[config.mk]
export PLATFORM = sky130hd
export DESIGN_NAME = uisp_top
export DESIGN_NICKNAME = d
export VERILOG_FILES = /design/src/hw/uisp_ls_filter.v /design/src/hw/uisp_wake_flag.v /design/src/hw/uisp_top.v
export VERILOG_INCLUDE_DIRS = /design/src /design/src/hw
export SDC_FILE = /design/constraint.sdc
export NUM_CORES = 1
export LEC_CHECK = 0
export ABC_AREA = 1
export BUFFER_PORTS_ARGS = -buffer_cell sky130_fd_sc_hd__buf_2
export CORE_UTILIZATION = 59
export DETAILED_ROUTE_END_ITERATION = 7
export PLACE_DENSITY_LB_ADDON = 0.08
export SYNTH_ARGS = -nofsm -noshare
export SYNTH_HDL_FRONTEND = slang
export SYNTH_SLANG_ARGS = --single-unit
export TNS_END_PERCENT = 50
[constraint.sdc]
create_clock -name clk_sys -period 6.08 [get_ports clk_sys]
set_input_delay 0.912 -clock clk_sys [delete_from_list [all_inputs] [get_ports clk_sys]]
set_output_delay 0.912 -clock clk_sys [all_outputs]
set_load 0.005 [all_outputs]
[src/hw/uisp_regs.vh]
// register offsets, field positions and reset values of the status/phy block
`ifndef UISP_REGS_VH
`define UISP_REGS_VH
`define UISP_OFF_PID      8'h2C
`define UISP_OFF_EP       8'h30
`define UISP_OFF_MARK     8'h34
`define UISP_OFF_OTGMASK  8'h38
`define UISP_OFF_PWRSIG   8'h3C
`define UISP_OFF_PHYCTL   8'h40
`define UISP_EP_VALID_BIT 4
`define UISP_MARK_OR      5'h10
`define UISP_PWR_VALID    8
`define UISP_PHY_PD_DIS   18
`define UISP_PHY_WK_SE0   13
`define UISP_PHY_WK_K     12
`define UISP_PHY_FLT_HI   11
`define UISP_PHY_FLT_LO   8
`define UISP_PHY_RESUME   7
`define UISP_PHY_CONF_HI  6
`define UISP_PHY_CONF_LO  4
`define UISP_LS_SE0       2'h0
`define UISP_LS_K         2'h2
`define UISP_RST_WORD     32'h00000000
`endif

[src/hw/uisp_ls_filter.v]
// linestate glitch filter: holds a change off for 2**n clocks
`timescale 1ns/1ps
module uisp_ls_filter #(
	parameter W = 2
) (
	// clock and reset
	input  wire         clk_sys,
	input  wire         arst_n,
	// control
	input  wire [3:0]   log2_len,
	// linestate
	input  wire [W-1:0] ls_raw,
	output reg  [W-1:0] ls_filt
);
	reg [W-1:0] cand_reg;
	reg [15:0]  cnt_reg;
	wire [16:0] limit = 17'h00001 << log2_len;

	// restart count on change, pass on when stable long enough
	always @(posedge clk_sys or negedge arst_n) begin
		if (!arst_n) begin
			cand_reg <= {W{1'b0}};
			cnt_reg  <= 16'h0000;
			ls_filt  <= {W{1'b0}};
		end else if (ls_raw != cand_reg) begin
			cand_reg <= ls_raw;
			cnt_reg  <= 16'h0001;
		end else if ({1'b0, cnt_reg} >= limit) begin
			ls_filt <= cand_reg;
		end else begin
			cnt_reg <= cnt_reg + 16'h0001;
		end
	end
endmodule

[src/hw/uisp_wake_flag.v]
// sticky wake cause flag: hardware set beats software clear
`timescale 1ns/1ps
module uisp_wake_flag (
	// clock and reset
	input  wire clk_sys,
	input  wire arst_n,
	// events
	input  wire set_pulse,
	input  wire clr_pulse,
	output reg  flag
);
	// set wins over clear
	always @(posedge clk_sys or negedge arst_n) begin
		if (!arst_n)
			flag <= 1'b0;
		else if (set_pulse)
			flag <= 1'b1;
		else if (clr_pulse)
			flag <= 1'b0;
	end
endmodule

[src/hw/uisp_top.v]
// status capture, endpoint marking and transceiver control registers
// Functional notes
// - capture 4-bit PID of each received packet; read-only, resets to zero
// - keep read-only 4-bit endpoint number of last received token
// - endpoint valid indicator beside captured endpoint number
// - 16-bit writable marking mask, one bit per endpoint, resets zero
// - marked endpoint delivered on receive port ORed with 0x10
// - writing 1 to pulldown-disable switches off both port pulldowns
// - auto-resume caused by SE0 sets sticky cause bit; write 0 clears
// - auto-resume caused by K sets sticky cause bit; write 0 clears
// - linestate change propagates only after 2**N stable clocks
// - resume-handling bit lets suspend controller resume; else software polls
// - three transceiver config pins driven from 3-bit writable field
`timescale 1ns/1ps
`include "uisp_regs.vh"
module uisp_top (
	// clock and reset
	input  wire        clk_sys,
	input  wire        arst_n,
	// wishbone slave
	input  wire        wb_cyc_i,
	input  wire        wb_stb_i,
	input  wire        wb_we_i,
	input  wire [7:0]  wb_adr_i,
	input  wire [3:0]  wb_sel_i,
	input  wire [31:0] wb_dat_i,
	output reg  [31:0] wb_dat_o,
	output reg         wb_ack_o,
	// receive side from packet decoder
	input  wire        rx_pkt_stb,
	input  wire [3:0]  rx_pid,
	input  wire        rx_tok_stb,
	input  wire [3:0]  rx_ep,
	input  wire        rx_ep_ok,
	output reg  [4:0]  rx_port_ep,
	output reg         rx_port_stb,
	// transceiver and suspend
	input  wire [1:0]  utmi_linestate,
	input  wire        suspended,
	output reg  [1:0]  linestate_filt,
	output reg         resume_req,
	output reg  [2:0]  transceiver_config_pins,
	output reg         pulldown_off,
	output reg  [7:0]  power_signal_value,
	output reg         power_signal_valid,
	output reg  [31:0] otg_mask_field
);
	reg  [3:0]  last_pid_field_reg;
	reg  [3:0]  ep_num_reg;
	reg         ep_valid_reg;
	reg  [15:0] mark_mask_reg;
	reg  [3:0]  filt_len_reg;
	reg         resume_en_reg;
	reg  [1:0]  ls_prev_reg;
	wire [1:0]  ls_f;
	wire        flag_se0;
	wire        flag_k;
	wire        req  = wb_cyc_i & wb_stb_i & ~wb_ack_o;
	wire        wr   = req & wb_we_i;
	wire [31:0] wmask = {{8{wb_sel_i[3]}}, {8{wb_sel_i[2]}},
	                     {8{wb_sel_i[1]}}, {8{wb_sel_i[0]}}};
	wire [31:0] wd   = wb_dat_i & wmask;

	// register address hits
	wire hit_pid  = (wb_adr_i == `UISP_OFF_PID);
	wire hit_ep   = (wb_adr_i == `UISP_OFF_EP);
	wire hit_mark = (wb_adr_i == `UISP_OFF_MARK);
	wire hit_otg  = (wb_adr_i == `UISP_OFF_OTGMASK);
	wire hit_pwr  = (wb_adr_i == `UISP_OFF_PWRSIG);
	wire hit_phy  = (wb_adr_i == `UISP_OFF_PHYCTL);
	wire hit_any  = hit_pid | hit_ep | hit_mark
	              | hit_otg | hit_pwr | hit_phy;

	// decoded write strobes; read-only and unmapped offsets take none
	wire wr_mark = wr & hit_mark;
	wire wr_otg  = wr & hit_otg;
	wire wr_pwr  = wr & hit_pwr;
	wire wr_phy  = wr & hit_phy;

	// byte-lane write enables of the split registers
	wire wr_pwr_b0 = wr_pwr & wb_sel_i[0];
	wire wr_pwr_b1 = wr_pwr & wb_sel_i[1];
	wire wr_phy_b0 = wr_phy & wb_sel_i[0];
	wire wr_phy_b1 = wr_phy & wb_sel_i[1];
	wire wr_phy_b2 = wr_phy & wb_sel_i[2];

	// read strobe: data only for a read request
	wire rd_req = req & ~wb_we_i;

	// auto-resume event: filtered linestate moves while suspended
	wire ls_chg  = (ls_f != ls_prev_reg);
	wire wake    = resume_en_reg & suspended & ls_chg;
	wire set_se0 = wake & (ls_f == `UISP_LS_SE0);
	wire set_k   = wake & (ls_f == `UISP_LS_K);

	// cause bits clear on a written zero, a written one is ignored
	wire clr_se0 = wr_phy_b1 & ~wb_dat_i[`UISP_PHY_WK_SE0];
	wire clr_k   = wr_phy_b1 & ~wb_dat_i[`UISP_PHY_WK_K];

	// marking lookup for the endpoint on the receive side
	wire        ep_marked = mark_mask_reg[rx_ep];
	wire [4:0]  ep_plain  = {1'b0, rx_ep};
	wire [4:0]  ep_tagged = ep_plain | `UISP_MARK_OR;

	// next values of the masked full-lane registers
	wire [15:0] mark_mask_next = (mark_mask_reg & ~wmask[15:0]) | wd[15:0];
	wire [31:0] otg_mask_next  = (otg_mask_field & ~wmask) | wd;

	// linestate glitch filter
	uisp_ls_filter #(
		.W (2)
	) u_filt (
		.clk_sys  (clk_sys),
		.arst_n   (arst_n),
		.log2_len (filt_len_reg),
		.ls_raw   (utmi_linestate),
		.ls_filt  (ls_f)
	);

	// sticky cause flag for bus reset wake
	uisp_wake_flag u_wk_se0 (
		.clk_sys   (clk_sys),
		.arst_n    (arst_n),
		.set_pulse (set_se0),
		.clr_pulse (clr_se0),
		.flag      (flag_se0)
	);

	// sticky cause flag for resume wake
	uisp_wake_flag u_wk_k (
		.clk_sys   (clk_sys),
		.arst_n    (arst_n),
		.set_pulse (set_k),
		.clr_pulse (clr_k),
		.flag      (flag_k)
	);

	// last packet identifier
	always @(posedge clk_sys or negedge arst_n) begin
		if (!arst_n)
			last_pid_field_reg <= 4'h0;
		else if (rx_pkt_stb)
			last_pid_field_reg <= rx_pid;
	end

	// last endpoint and its valid indicator, plain number only
	always @(posedge clk_sys or negedge arst_n) begin
		if (!arst_n) begin
			ep_num_reg   <= 4'h0;
			ep_valid_reg <= 1'b0;
		end else if (rx_tok_stb) begin
			ep_num_reg   <= rx_ep;
			ep_valid_reg <= rx_ep_ok;
		end
	end

	// receive port: one-cycle strobe, marked endpoints carry bit 4
	always @(posedge clk_sys or negedge arst_n) begin
		if (!arst_n) begin
			rx_port_ep  <= 5'h00;
			rx_port_stb <= 1'b0;
		end else begin
			rx_port_stb <= rx_tok_stb;
			if (rx_tok_stb && ep_marked)
				rx_port_ep <= ep_tagged;
			else if (rx_tok_stb)
				rx_port_ep <= ep_plain;
		end
	end

	// endpoint marking mask, low two byte lanes only
	always @(posedge clk_sys or negedge arst_n) begin
		if (!arst_n)
			mark_mask_reg <= 16'h0000;
		else if (wr_mark)
			mark_mask_reg <= mark_mask_next;
	end

	// otg flag mask, full word with byte lanes
	always @(posedge clk_sys or negedge arst_n) begin
		if (!arst_n)
			otg_mask_field <= `UISP_RST_WORD;
		else if (wr_otg)
			otg_mask_field <= otg_mask_next;
	end

	// power signalling value and valid
	always @(posedge clk_sys or negedge arst_n) begin
		if (!arst_n) begin
			power_signal_value <= 8'h00;
			power_signal_valid <= 1'b0;
		end else begin
			if (wr_pwr_b0)
				power_signal_value <= wb_dat_i[7:0];
			if (wr_pwr_b1)
				power_signal_valid <= wb_dat_i[`UISP_PWR_VALID];
		end
	end

	// transceiver control fields
	always @(posedge clk_sys or negedge arst_n) begin
		if (!arst_n) begin
			resume_en_reg           <= 1'b0;
			transceiver_config_pins <= 3'h0;
			filt_len_reg            <= 4'h0;
			pulldown_off            <= 1'b0;
		end else begin
			if (wr_phy_b0) begin
				resume_en_reg <= wb_dat_i[`UISP_PHY_RESUME];
				transceiver_config_pins <=
				    wb_dat_i[`UISP_PHY_CONF_HI:`UISP_PHY_CONF_LO];
			end
			if (wr_phy_b1)
				filt_len_reg <= wb_dat_i[`UISP_PHY_FLT_HI:`UISP_PHY_FLT_LO];
			if (wr_phy_b2)
				pulldown_off <= wb_dat_i[`UISP_PHY_PD_DIS];
		end
	end

	// filtered linestate copy and resume request pulse
	always @(posedge clk_sys or negedge arst_n) begin
		if (!arst_n) begin
			ls_prev_reg    <= 2'h0;
			linestate_filt <= 2'h0;
			resume_req     <= 1'b0;
		end else begin
			ls_prev_reg    <= ls_f;
			linestate_filt <= ls_f;
			resume_req     <= set_se0 | set_k;
		end
	end

	// plain read-back words
	wire [31:0] rd_pid_word  = {28'h0000000, last_pid_field_reg};
	wire [31:0] rd_mark_word = {16'h0000, mark_mask_reg};
	wire [31:0] rd_otg_word  = otg_mask_field;

	// endpoint read word, reserved bits zero
	reg  [31:0] rd_ep_word;
	always @* begin
		rd_ep_word = `UISP_RST_WORD;
		rd_ep_word[3:0] = ep_num_reg;
		rd_ep_word[`UISP_EP_VALID_BIT] = ep_valid_reg;
	end

	// power signalling read word, reserved bits zero
	reg  [31:0] rd_pwr_word;
	always @* begin
		rd_pwr_word = `UISP_RST_WORD;
		rd_pwr_word[7:0] = power_signal_value;
		rd_pwr_word[`UISP_PWR_VALID] = power_signal_valid;
	end

	// transceiver control read word, field by field
	reg  [31:0] rd_phy_word;
	always @* begin
		rd_phy_word = `UISP_RST_WORD;
		rd_phy_word[`UISP_PHY_PD_DIS] = pulldown_off;
		rd_phy_word[`UISP_PHY_WK_SE0] = flag_se0;
		rd_phy_word[`UISP_PHY_WK_K]   = flag_k;
		rd_phy_word[`UISP_PHY_FLT_HI:`UISP_PHY_FLT_LO] = filt_len_reg;
		rd_phy_word[`UISP_PHY_RESUME] = resume_en_reg;
		rd_phy_word[`UISP_PHY_CONF_HI:`UISP_PHY_CONF_LO] =
		    transceiver_config_pins;
	end

	// read word selection by address
	reg  [31:0] rd_word;
	always @* begin
		rd_word = `UISP_RST_WORD;
		if (!hit_any)
			rd_word = `UISP_RST_WORD;
		else if (hit_pid)
			rd_word = rd_pid_word;
		else if (hit_ep)
			rd_word = rd_ep_word;
		else if (hit_mark)
			rd_word = rd_mark_word;
		else if (hit_otg)
			rd_word = rd_otg_word;
		else if (hit_pwr)
			rd_word = rd_pwr_word;
		else if (hit_phy)
			rd_word = rd_phy_word;
	end

	// single-cycle ack; data stands only while ack does
	always @(posedge clk_sys or negedge arst_n) begin
		if (!arst_n) begin
			wb_ack_o <= 1'b0;
			wb_dat_o <= `UISP_RST_WORD;
		end else begin
			wb_ack_o <= req;
			if (rd_req)
				wb_dat_o <= rd_word;
			else
				wb_dat_o <= `UISP_RST_WORD;
		end
	end
endmodule

==> results by group <==
Finish
  – Share of cells above drive strength 1: 21.8%
  – ANT cells: 0
  – Most frequent cells in the layout: nand2_1, buf_2, dfrtp_1, o21ai_0, nor2_1
  – Nets: 1042
  – Layout area overhead: 20.7%
  – Final Instance Count excl. Fillers: 1113
  – Filler instances: 798
  – Commonest non-fill, non-tap cell in the layout: nand2_1

Yosys
  – Cell variety after synth: 38
  – Post-synthesis cell area: 6790 sq um
  – Synth warnings: 0
  – Seq/Total Area, Yosys: 51.2%
  – Register bit total from synthesis: 139
  – Synth Area per Inst: 8.29 sq um
  – Synth Net Count: 899
  – Synth Instances: 819

Routing
  – Remaining routing DRC violations: 0
  – Drt wl/cell: 15.7 um
  – DRT iter0 DRCs: 566
  – First-pass DRT Iterations: 8
  – Drt total wl: 17.4 mm
  – Vias/cell: 5.50
  – Remaining antenna violation count: 0
  – Vias: 6127

Floorplan
  – Die area: 11900 sq um
  – Core area: 11000 sq um
  – IO Pins: 150
  – Die Wd: 109 um
  – Std-Cell Rows: 38
  – Die Y: 109 um
  – Starting density of the core: 61.5%

Power
  – Static Leakage: 4.33 nW
  – PwrDens: 261 nW/um^2
  – Worst VDD drop: 231 uV

Clock network
  – CTS Buffer Depth: 2
  – Worst skew pair latency: 0.42 ns
  – PostCTS Resize Cnt: 0
  – Root Driver: clkbuf_16
  – Clock tree from TritonCTS: done
  – Num CTS Buffers: 17
  – H-tree Lvls: 4
  – Post-CTS setup repair buffer count: 0
  – Worst-path clk slew: 0.06 ns
  – CTS Hold Buffers Added: 0
  – Clock Sinks: 139

Timing
  – Setup WS post-layout: 3.11 ns
  – Tmin final: 2.97 ns
  – Max-slew headroom: 45.3%
  – Slew Viols, Final: 0
  – Setup TNS: 0 ns
  – RSZ-0062 raised after global routing: no
  – Setup Skew: 0.00557 ns
  – Final Setup Violations: 0
  – Tcrit/Tclk final: 48.9%
  – Slew at the pin closest to its max-slew limit: 0.821 ns
  – Final hold vios: 0
  – Fmax: 0.336 GHz

Critical path
  – CP max stage cell: dfrtp_1
  – CP endpoint kind: flop
  – Crit Path Max Fanout: 19
  – R2R depth: 12
  – Cell-by-cell trace of the critical path: inv_1, nand4_1, ha_1, nand2_1, nor2_1, nand3_1, nor2_1, nor2_1, nand3_2, nand2_1, nand2_1, nand2_1
  – CP Launch Type: flop
  – Req. time, crit path: 6.38 ns
  – Cell mode on critical path: nand2_1
  – Max stage delay on crit path: 0.50 ns
  – CP bufs+invs: 1
  – Type of the worst setup path: flop to flop
  – CP arrival: 3.28 ns
  – WP depth: 12
  – Crit path max-delay family: simple AND/OR/NAND/NOR gates

Placed design
  – Pre-CTS setup slack: 3.19 ns
  – # port buffers: 149
  – DP Cell Count: 1083
  – DP HPWL: 12.4 mm
  – Routability cong.: 0.883

GRT
  – All-Layer GR Usage: 31.0%
  – Total gr overflow: 0
  – Maximum number of pins on one net before global-route repair: 90
  – Initial antenna violation count: 1
  – Vias in the first global route: 5597
  – First-pass GRT wire length: 27.6 mm

Worst hold path
  – Hold Crit Depth: 0
  – Worst min path class: flop to flop

Run status
  – Status: finished clean

Flow run
  – Max Cap Violations: 0
-- final cells by class --
cell class	instances	area (sq um)	share of cell area, %
multi-input cells	570	2850	34.7
clock buffers	24	502	6.12
inverters	82	309	3.77
clock inverters	6	110	1.34
repair buffers	152	774	9.45
well taps	140	175	2.14
flip-flops and latches	139	3480	42.4
-- final timing paths --
check                                  start                  to  slack [ns]
setup reg to reg             filt_len_reg[1]  u_filt.cnt_reg[15]        3.11
max in group asynchronous             arst_n           async pin        4.41
hold reg to reg            u_filt.ls_filt[0]      ls_prev_reg[0]        0.41
min in group asynchronous             arst_n         wb_dat_o[0]        0.52
setup / recovery             filt_len_reg[1]  u_filt.cnt_reg[15]        3.11
hold / removal             u_filt.ls_filt[0]      ls_prev_reg[0]        0.41
-- cells in the mapped netlist (all sizes together) --
cell type	n	share of area (%)
xor2	12	1.5
clkbuf	16	0.88
nor4	2	0.28
dfrtp	139	51
nor3	3	0.39
o2111ai	2	0.26
mux2	3	0.50
a21oi	23	1.8
buf	12	1.4
o21ai	90	6.6
and2	2	0.18
nand3	61	5.4
nor2	88	5.1
inv	80	4.4
o21bai	2	0.22
xnor2	4	0.52
o221ai	2	0.26
or2	7	0.65
clkinv	2	0.13
a21o	1	0.11
ha	17	3.1
nand3b	2	0.22
nand4	22	2.0
nand2	227	13
-- report_power, final --
group	internal [mW]	total (mW)	switching [mW]	leakage [nW]
combinational	0.0388	0.116	0.0776	2.15
clock	0.694	1.06	0.368	0.294
sequential	0.946	0.958	0.0127	1.88
total	1.68	2.14	0.459	4.33
-- layer usage --
layer	track usage, %	share of wire (%)	vias to the layer above
met3	7.29	7.9	27
met1	40.3	42	2899
met5	0	0.075	-
li1	-	-	2941
met4	11.8	1.7	2
met2	50.5	48	258
-- kinds of logic (layout without fill, tap and decap cells) --
kind of cell,count (synthesis),after routing,synth area share [%]
multiplexers,3,3,0.498
adder cells (fa/ha/maj),17,17,3.13
flip-flops,139,139,51.2
AO/OA/AOI/OAI,120,120,9.29
buffers and inverters,110,264,6.82
AND/OR/NAND/NOR,414,414,26.9
XOR/XNOR,16,16,2.06
-- per-stage QoR --
stage	hold WS [ns]	total power [mW]	util (%)	cell area [sq um]
after floorplan	0.374	1.02	-	6790
after global placement	0.399	1.09	68.8	7580
after detailed placement	0.399	1.09	68.8	7580
after CTS	0.413	2.15	74.3	8200
after global routing	0.422	2.20	74.3	8200
final	0.410	2.14	74.3	8200
No activity file was read; power rests on OpenSTA's default activity.
